## config.mk

```make
export PLATFORM = sky130hd
export DESIGN_NAME = wdmfr_top
export DESIGN_NICKNAME = d
export VERILOG_FILES = /design/src/rtl/wdmfr_counter.v /design/src/rtl/wdmfr_top.v
export VERILOG_INCLUDE_DIRS = /design/src /design/src/inc
export SDC_FILE = /design/constraint.sdc
export NUM_CORES = 1
export LEC_CHECK = 0
export ABC_CLOCK_PERIOD_IN_PS = 2400
export BUFFER_PORTS_ARGS = -buffer_cell sky130_fd_sc_hd__buf_2
export CORE_MARGIN = 2
export CORE_UTILIZATION = 47
export CTS_CLUSTER_DIAMETER = 200
export DETAILED_ROUTE_END_ITERATION = 6
export MAX_ROUTING_LAYER = met4
export PLACE_DENSITY = 0.7
export SYNTH_ARGS = -nofsm -noshare
export SYNTH_HDL_FRONTEND = slang
export SYNTH_SLANG_ARGS = --single-unit
```

## constraint.sdc

```tcl
create_clock -name clk_in -period 2.4 [get_ports clk_in]
set_input_delay 0.48 -clock clk_in [delete_from_list [all_inputs] [get_ports clk_in]]
set_output_delay 0.48 -clock clk_in [all_outputs]
set_load 0.05 [all_outputs]
```

## src/inc/wdmfr_map.vh

```
// Purpose: Register map, field positions and reset values of the watchdog
// Assumes: 32-bit peripheral bus with byte addresses
// Notes:   Definitions only; included by bare name
`ifndef WDMFR_MAP_VH
`define WDMFR_MAP_VH

// ----------------------------------------------------------------------
// Register byte addresses
// ----------------------------------------------------------------------
`define WDMFR_ADDR_MODE 32'h40004000
`define WDMFR_ADDR_RELOAD 32'h40004004
`define WDMFR_ADDR_FEED 32'h40004008
`define WDMFR_ADDR_VALUE 32'h4000400c

// ----------------------------------------------------------------------
// Mode register fields
// ----------------------------------------------------------------------
`define WDMFR_BIT_RUN 0
`define WDMFR_BIT_RST 1
`define WDMFR_BIT_TOF 2
`define WDMFR_BIT_IRQ 3

// ----------------------------------------------------------------------
// Widths, reset values and feed codes
// ----------------------------------------------------------------------
`define WDMFR_CNT_W 24
`define WDMFR_CNT_MSB 23
`define WDMFR_RELOAD_FLOOR 24'h0000ff
`define WDMFR_RELOAD_RESET 24'h0000ff
`define WDMFR_FEED_FIRST 8'haa
`define WDMFR_FEED_SECOND 8'h55
`define WDMFR_PRESCALE_LAST 2'h3
`define WDMFR_CNT_ZERO 24'h000000
`define WDMFR_CNT_ONE 24'h000001

`endif

```

## src/rtl/wdmfr_counter.v

```verilog
// Purpose: Count clock sampling, divide-by-4 prescaler, 24-bit down counter
// Assumes: count_clock_in slower than half of clk_in
// Notes:   Underflow is a one-cycle pulse when the counter leaves zero
`timescale 1ns/1ps
`include "wdmfr_map.vh"

module wdmfr_counter (
  input wire clk_in,
  input wire reset_in,
  input wire count_clock_in,
  input wire run_in,
  input wire load_in,
  input wire [23:0] load_value_in,
  output reg [23:0] count_out,
  output reg underflow_out
);

  reg [1:0] clk_sync;
  reg clk_prev;
  reg [1:0] prescale;
  wire [1:0] sync_chain;
  wire count_edge;
  wire tick;
  genvar i;

  // ----------------------------------------------------------------------
  // Two-flop synchroniser for the count clock pin
  // ----------------------------------------------------------------------

  // Stage i takes chain bit i, so no stage ever indexes below zero
  assign sync_chain = {clk_sync[0], count_clock_in};

  generate
    for (i = 0; i < 2; i = i + 1) begin : g_sync
      always @(posedge clk_in) begin
        if (reset_in) begin
          clk_sync[i] <= 1'b0;
        end else begin
          clk_sync[i] <= sync_chain[i];
        end
      end
    end
  endgenerate

  // Edge detect on the second stage only, never on the first
  always @(posedge clk_in) begin
    if (reset_in) begin
      clk_prev <= 1'b0;
    end else begin
      clk_prev <= clk_sync[1];
    end
  end

  assign count_edge = clk_sync[1] & ~clk_prev;
  assign tick = count_edge & (prescale == `WDMFR_PRESCALE_LAST);

  // Fixed divide-by-4 prescaler, restarted on each reload
  always @(posedge clk_in) begin
    if (reset_in || load_in || !run_in) begin
      prescale <= 2'h0;
    end else if (count_edge) begin
      prescale <= prescale + 2'h1;
    end
  end

  // Down counter; a load beats a tick in the same cycle
  always @(posedge clk_in) begin
    if (reset_in) begin
      count_out <= `WDMFR_RELOAD_RESET;
      underflow_out <= 1'b0;
    end else if (load_in) begin
      count_out <= load_value_in;
      underflow_out <= 1'b0;
    end else if (run_in && tick) begin
      count_out <= count_out - `WDMFR_CNT_ONE;
      underflow_out <= (count_out == `WDMFR_CNT_ZERO);
    end else begin
      underflow_out <= 1'b0;
    end
  end

endmodule

```

## src/rtl/wdmfr_top.v

```verilog
// Purpose: Watchdog with mode, reload constant, feed and value registers
// Assumes: APB slave on clk_in; count clock arrives as a pin and is sampled
// Notes:   Reset cause input lets the timeout flag survive its own reset
`timescale 1ns/1ps
`include "wdmfr_map.vh"

module wdmfr_top (
  input wire clk_in,
  input wire reset_in,
  input wire wd_reset_cause_in,
  input wire count_clock_in,
  input wire psel_in,
  input wire penable_in,
  input wire pwrite_in,
  input wire [31:0] paddr_in,
  input wire [31:0] pwdata_in,
  output reg [31:0] prdata_out,
  output reg pready_out,
  output reg pslverr_out,
  output reg irq_out,
  output reg chip_reset_out,
  output reg clock_source_lock_out
);

  // ----------------------------------------------------------------------
  // Feed tracker states
  // ----------------------------------------------------------------------
  localparam FEED_IDLE = 1'b0;
  localparam FEED_GOT_FIRST = 1'b1;

  // Software-visible shadow of the set-only enables
  reg shadow_run;
  reg shadow_rst;
  // Enables in force, copied from the shadow on each feed
  reg active_run;
  reg active_rst;
  reg started;
  reg timeout_flag;
  reg timeout_irq_flag;
  reg [23:0] reload_constant;
  reg feed_state;
  reg next_feed_state;
  reg feed_done;
  reg feed_error;
  wire [23:0] count_value;
  wire underflow;
  wire setup_phase;
  wire access_phase;
  wire wr_access;
  wire [7:0] feed_byte;
  wire timeout_event;
  wire [23:0] reload_written;

  // ----------------------------------------------------------------------
  // Bus decode
  // ----------------------------------------------------------------------

  // Address match against one register, used by every decode below
  function addr_hit;
    input [31:0] addr;
    input [31:0] reg_addr;
    begin
      addr_hit = (addr == reg_addr);
    end
  endfunction

  // True when the address belongs to any watchdog register
  function any_hit;
    input [31:0] addr;
    begin
      any_hit = addr_hit(addr, `WDMFR_ADDR_MODE) ||
                addr_hit(addr, `WDMFR_ADDR_RELOAD) ||
                addr_hit(addr, `WDMFR_ADDR_FEED) ||
                addr_hit(addr, `WDMFR_ADDR_VALUE);
    end
  endfunction

  assign setup_phase = psel_in & ~penable_in;
  assign access_phase = psel_in & penable_in;
  assign wr_access = access_phase & pwrite_in;
  assign feed_byte = pwdata_in[7:0];

  // Floor the written reload value so the shortest interval is 256 ticks
  assign reload_written =
    (pwdata_in[`WDMFR_CNT_MSB:0] < `WDMFR_RELOAD_FLOOR) ?
    `WDMFR_RELOAD_FLOOR : pwdata_in[`WDMFR_CNT_MSB:0];

  // ----------------------------------------------------------------------
  // Feed sequence tracker
  // ----------------------------------------------------------------------

  // Classify each access phase: completion, error, or neither
  always @* begin
    next_feed_state = feed_state;
    feed_done = 1'b0;
    feed_error = 1'b0;
    case (feed_state)
      FEED_IDLE: begin
        if (wr_access && addr_hit(paddr_in, `WDMFR_ADDR_FEED) &&
            feed_byte == `WDMFR_FEED_FIRST) begin
          next_feed_state = FEED_GOT_FIRST;
        end
      end
      FEED_GOT_FIRST: begin
        if (wr_access && addr_hit(paddr_in, `WDMFR_ADDR_FEED) &&
            feed_byte == `WDMFR_FEED_SECOND) begin
          feed_done = 1'b1;
          next_feed_state = FEED_IDLE;
        end else if (access_phase && any_hit(paddr_in)) begin
          feed_error = 1'b1;
          next_feed_state = FEED_IDLE;
        end
      end
      default: begin
        next_feed_state = FEED_IDLE;
      end
    endcase
  end

  always @(posedge clk_in) begin
    if (reset_in) begin
      feed_state <= FEED_IDLE;
    end else begin
      feed_state <= next_feed_state;
    end
  end

  // ----------------------------------------------------------------------
  // Timeout events
  // ----------------------------------------------------------------------

  // Feed errors count only once a valid feed has started the watchdog
  assign timeout_event = (underflow && active_run && started) ||
                         (feed_error && active_run && started);

  // ----------------------------------------------------------------------
  // Mode register
  // ----------------------------------------------------------------------

  // Set-only shadow bits; a zero write leaves them alone
  always @(posedge clk_in) begin
    if (reset_in || timeout_event) begin
      shadow_run <= 1'b0;
      shadow_rst <= 1'b0;
    end else if (wr_access && addr_hit(paddr_in, `WDMFR_ADDR_MODE)) begin
      shadow_run <= shadow_run | pwdata_in[`WDMFR_BIT_RUN];
      shadow_rst <= shadow_rst | pwdata_in[`WDMFR_BIT_RST];
    end
  end

  // Enables in force load only on a completed feed; a timeout clears them
  always @(posedge clk_in) begin
    if (reset_in || timeout_event) begin
      active_run <= 1'b0;
      active_rst <= 1'b0;
      started <= 1'b0;
    end else if (feed_done) begin
      active_run <= shadow_run;
      active_rst <= shadow_rst;
      started <= shadow_run;
    end
  end

  // Timeout flag survives only the watchdog's own reset; set beats clear
  always @(posedge clk_in) begin
    if (reset_in && !wd_reset_cause_in) begin
      timeout_flag <= 1'b0;
    end else if (reset_in) begin
      timeout_flag <= timeout_flag;
    end else if (timeout_event) begin
      timeout_flag <= 1'b1;
    end else if (wr_access && addr_hit(paddr_in, `WDMFR_ADDR_MODE) &&
                 !pwdata_in[`WDMFR_BIT_TOF]) begin
      timeout_flag <= 1'b0;
    end
  end

  // Interrupt flag: no software clear path at all
  always @(posedge clk_in) begin
    if (reset_in) begin
      timeout_irq_flag <= 1'b0;
    end else if (timeout_event) begin
      timeout_irq_flag <= 1'b1;
    end
  end

  // ----------------------------------------------------------------------
  // Reload constant register
  // ----------------------------------------------------------------------
  always @(posedge clk_in) begin
    if (reset_in) begin
      reload_constant <= `WDMFR_RELOAD_RESET;
    end else if (wr_access && addr_hit(paddr_in, `WDMFR_ADDR_RELOAD)) begin
      reload_constant <= reload_written;
    end
  end

  // ----------------------------------------------------------------------
  // Counter
  // ----------------------------------------------------------------------

  // Counting sits on the bus clock, so updates reach it at once
  wdmfr_counter u_counter (
    .clk_in(clk_in),
    .reset_in(reset_in),
    .count_clock_in(count_clock_in),
    .run_in(active_run & started),
    .load_in(feed_done),
    .load_value_in(reload_constant),
    .count_out(count_value),
    .underflow_out(underflow)
  );

  // ----------------------------------------------------------------------
  // Outputs to the system
  // ----------------------------------------------------------------------

  // Chip reset holds until the system reset comes back around
  always @(posedge clk_in) begin
    if (reset_in) begin
      chip_reset_out <= 1'b0;
    end else if (timeout_event && active_rst) begin
      chip_reset_out <= 1'b1;
    end
  end

  // Level request; the interrupt controller masks it, never this block
  always @(posedge clk_in) begin
    if (reset_in) begin
      irq_out <= 1'b0;
    end else begin
      irq_out <= timeout_irq_flag;
    end
  end

  // Lock follows the software-visible enable, so it holds before a feed
  always @(posedge clk_in) begin
    if (reset_in) begin
      clock_source_lock_out <= 1'b0;
    end else begin
      clock_source_lock_out <= shadow_run | active_run;
    end
  end

  // ----------------------------------------------------------------------
  // Bus answer
  // ----------------------------------------------------------------------

  // Zero wait states; ready low only in the first cycle after reset
  always @(posedge clk_in) begin
    if (reset_in) begin
      pready_out <= 1'b0;
    end else begin
      pready_out <= 1'b1;
    end
  end

  // Read data and error captured in setup phase, shown in access phase
  always @(posedge clk_in) begin
    if (reset_in) begin
      prdata_out <= 32'h00000000;
      pslverr_out <= 1'b0;
    end else if (setup_phase) begin
      prdata_out <= 32'h00000000;
      pslverr_out <= ~any_hit(paddr_in);
      if (pwrite_in) begin
        prdata_out <= 32'h00000000;
      end else if (addr_hit(paddr_in, `WDMFR_ADDR_MODE)) begin
        prdata_out[`WDMFR_BIT_RUN] <= shadow_run;
        prdata_out[`WDMFR_BIT_RST] <= shadow_rst;
        prdata_out[`WDMFR_BIT_TOF] <= timeout_flag;
        prdata_out[`WDMFR_BIT_IRQ] <= timeout_irq_flag;
      end else if (addr_hit(paddr_in, `WDMFR_ADDR_RELOAD)) begin
        prdata_out[`WDMFR_CNT_MSB:0] <= reload_constant;
      end else if (addr_hit(paddr_in, `WDMFR_ADDR_VALUE)) begin
        prdata_out[`WDMFR_CNT_MSB:0] <= count_value;
      end
    end else if (!psel_in) begin
      pslverr_out <= 1'b0;
    end
  end

endmodule

```

==> flow_summary_export.csv <==
group,metric,value,unit
drt,via_count,3643,
job,cap_violations,0,
place,gp_congestion,0.841,
grt,use_met1,28.1,%
die,num_rows,34,
timing,finalSetupTns,0,ps
pwr,clkPwrFrac,35.6,%
drt,drtIter0Drc,162,
finish,area_growth,20.0,%
clock_network,clk_pin_slew,90,ps
clock_network,cts_sinks,90,
outcome,status,"finished, final reports clean",
grt,grt_pass1_wl,16800,um
grt,grt_use_met3,2.45,%
setup_path,critPathBufInv,2,
yosys,yosys_warnings,0,
grt,first_global_vias,3550,
drt,drc_errors,0,
setup_path,crit_cells,7,
setup_path,worstSetupStartpointType,"input port",
grt,grt_overflow,0,
drt,dr.pass1.iters,5,
grt,top_usage_layer,"met2",
timing,hold_viol,0,
yosys,ys_top_cells_by_area,"dfxtp_1 44%, mux2i_1 10%, nor2_1 5.5%, xnor2_1 4.1%, a21oi_1 3.4%",
yosys,synth.distinct_cells,47,
yosys,synth_area_per_cell,8.88,sq um
die,start_util,47.7,%
setup_path,critPathRequiredTime,2690,ps
grt,grt_max_degree,45,
worst_hold_path,hold_start,"count_clock_in",
timing,min_period,2050,ps
drt,wl,10100,um
pwr,ir_drop,339,uV
pwr,p_int,1.95,mW
die,io_pins,108,
clock_network,numCtsBuffers,9,
setup_path,r2r-start,"u_counter.prescale[0]$_SDFFE_PP0P_",
yosys,synth_ff_type,"dfxtp_1",
die,die_h,97.3,um
yosys,synth_commonest_cells,"90 x dfxtp_1, 60 x nor2_1, 41 x mux2i_1",
grt,antenna_found_initial,0,
finish,layout.nets,636,
timing,tightest_slew,644,ps
timing,period_share,85.4,%
yosys,ys_seq_elements,90,
drt,routedWlPerCell,14.9,um
worst_hold_path,hp-class,"in2reg",
finish,post-route-util,57.2,%
clock_network,post_cts_buffers,0,
clock_network,tritoncts,"yes",
timing,fmax,488,MHz
pwr,p_leak,1.95,nW
timing,fin_skew,11.7,ps
timing,rsz0062_at_grt,"false",
drt,viasPerCell,5.39,
setup_path,r2r-end,"u_counter.count_out[20]$_SDFFE_PP0P_",
finish,fillers,789,
pwr,switchingPower,0.679,mW
yosys,synth.most_common_cell,"dfxtp_1",
pwr,power,2.63,mW
pwr,powerDensity,534,mW/mm^2
clock_network,h-tree-depth,3,
die,die_area,0.00948,sq mm
place,hpwl,7250,um
pwr,p_sw_share,25.8,%
setup_path,cp_cell_sequence,"buf_2, or4_4, nor4_4, or4b_1, buf_12, and3_1, o21ai_1",
yosys,syn_inst,461,
timing,setup_viol_count_final,0,
yosys,yosysTopAreaCell,"dfxtp_1",
yosys,synth.cell_area,0.00410,sq mm
setup_path,cp.arrival,2340,ps
timing,slew_headroom,56.7,%
clock_network,root_buffer,"clkbuf_8",
finish,regArea,0.00180,sq mm
setup_path,ff2ff_path_depth,7,
yosys,synth_seq_area_share,44.0,%
setup_path,critPathCapture,"u_counter.count_out[4]$_SDFFE_PP1P_",
grt,met2_usage,36.4,%
yosys,synth_top_area_share,44.0,%
setup_path,max_stage_delay,540,ps
clock_network,clk_latency,360,ps
die,dieWidth,97.3,um
setup_path,end_kind,"register",
clock_network,cts-resized-gates,0,
place,placement.io_buffers,91,
setup_path,cp-startpoint,"pwdata_in[1]",
finish,multi_input_area,0.00210,sq mm
pwr,power_frac_seq,57.0,%
grt,grtUsageTotal,22.1,%
timing,final-max-slew-violation-count,0,
yosys,synth_edf_count,0,
pwr,combPwrFrac,7.4,%
yosys,ys_async_sr_fraction,0,%
setup_path,worstSetupPathType,"in2reg",
finish,drive_above_1_share,25.2,%
setup_path,critPathMaxFanout,44,
finish,antennaDiodeCount,0,
die,core,0.00859,sq mm
setup_path,cp_top_family,"simple AND/OR/NAND/NOR gates",
drt,ant_nets,0,
setup_path,cpMaxStageDelayCell,"or4_4",
clock_network,ctsHoldBuffers,0,
setup_path,reg2reg_setup_slack,370,ps
clock_network,clock_path_buffers,2,
cell type report:
| class | count | share of cell area, % |
|---|---|---|
| clock buffer | 11 | 2.67 |
| clock inverter | 5 | 0.789 |
| inverter | 10 | 0.764 |
| multi-input combinational | 336 | 42.8 |
| sequential | 90 | 36.7 |
| tap | 108 | 2.75 |
| timing repair buffer | 116 | 13.6 |
how the worst min path moves through the flow:
| stage | endpoint | slack, ps | cells after the start |
|---|---|---|---|
| 2_1_floorplan | u_counter.clk_sync[1]$_SDFF_PP0_ | 410 | 1 |
| 3_3_place_gp | prdata_out[8]$_SDFFE_PP0P_ | 430 | 2 |
| 3_5_place_dp | u_counter.clk_sync[1]$_SDFF_PP0_ | 430 | 1 |
| 4_1_cts | u_counter.clk_sync[0]$_SDFF_PP0_ | 330 | 2 |
| 5_1_grt | u_counter.clk_sync[0]$_SDFF_PP0_ | 340 | 2 |
| 6_report | u_counter.clk_sync[0]$_SDFF_PP0_ | 340 | 2 |
power groups by stage:
stage                     sequential, mW  clock [mW]  combinational [mW]
after global placement              1.53           0               0.191
after CTS                           1.50       0.948               0.195
after floorplan                     1.54           0               0.104
after detailed placement            1.53           0               0.194
final                               1.50       0.935               0.196
after global routing                1.50        1.01               0.210
cell usage in the layout, fill, tap and decap left out, types with 2 or more instances in the layout:
master,Yosys,layout
o221ai_1,4,4
clkbuf_8,0,9
a31oi_1,2,2
or4_1,3,3
o31ai_1,2,2
nand3_1,5,5
and4b_1,2,2
o21ai_0,23,23
clkinv_4,0,2
a21oi_1,28,27
inv_1,9,9
o21ai_1,19,19
nand2b_1,4,4
xnor2_1,19,19
xor2_1,3,3
mux2i_1,41,41
nor3_1,14,14
buf_12,0,2
nor2_1,60,60
and3_1,2,2
nor2b_1,4,4
dfxtp_1,90,90
ha_1,2,2
nor4_1,15,15
nand4b_1,4,4
buf_4,10,23
nor4_4,2,3
buf_2,3,91
nand4_1,14,14
conb_1,1,8
nand2_1,36,36
a211oi_2,2,2
nor4b_1,5,5
clkbuf_1,13,2
per-stage QoR:
stage | area (sq um) | hold slack, ps | worst slack [ps] | std cells
after global placement | 4750 | 429 | 2.88 | 660
after CTS | 4920 | 331 | 349 | 676
after floorplan | 4120 | 414 | 220 | 468
after global routing | 4920 | 345 | 219 | 676
after detailed placement | 4750 | 428 | -24.4 | 660
final | 4920 | 336 | 350 | 676
layer usage:
layer,part of all wire (%),vias up
li1,-,1831
met1,46,1717
met2,49,77
met3,3.5,18
met4,1.8,0
met5,0,-
sequential cells by signal, indices dropped and copies added, names as in the netlist:
register                 flops
clock_source_lock_out        1
timeout_irq_flag             1
timeout_flag                 1
feed_state                   1
u_counter.clk_prev           1
u_counter.count_out         24
irq_out                      1
reload_constant             24
active_run                   1
u_counter.prescale           2
shadow_run                   1
shadow_rst                   1
prdata_out                  24
chip_reset_out               1
u_counter.clk_sync           2
pready_out                   1
pslverr_out                  1
u_counter.underflow_out      1
active_rst                   1
cells by family after synthesis:
| group | count (synthesis) | share of synthesized area [%] |
|---|---|---|
| simple gates | 179 | 23.3 |
| flops | 90 | 44.0 |
| compound gates | 84 | 11.7 |
| buf+inv | 42 | 5.59 |
| mux | 41 | 10.0 |
| xor+xnor | 22 | 4.71 |
| fa+ha+maj | 2 | 0.611 |
| other cells | 1 | 0.0916 |
Note: power is estimated with default switching activity, not from simulation.
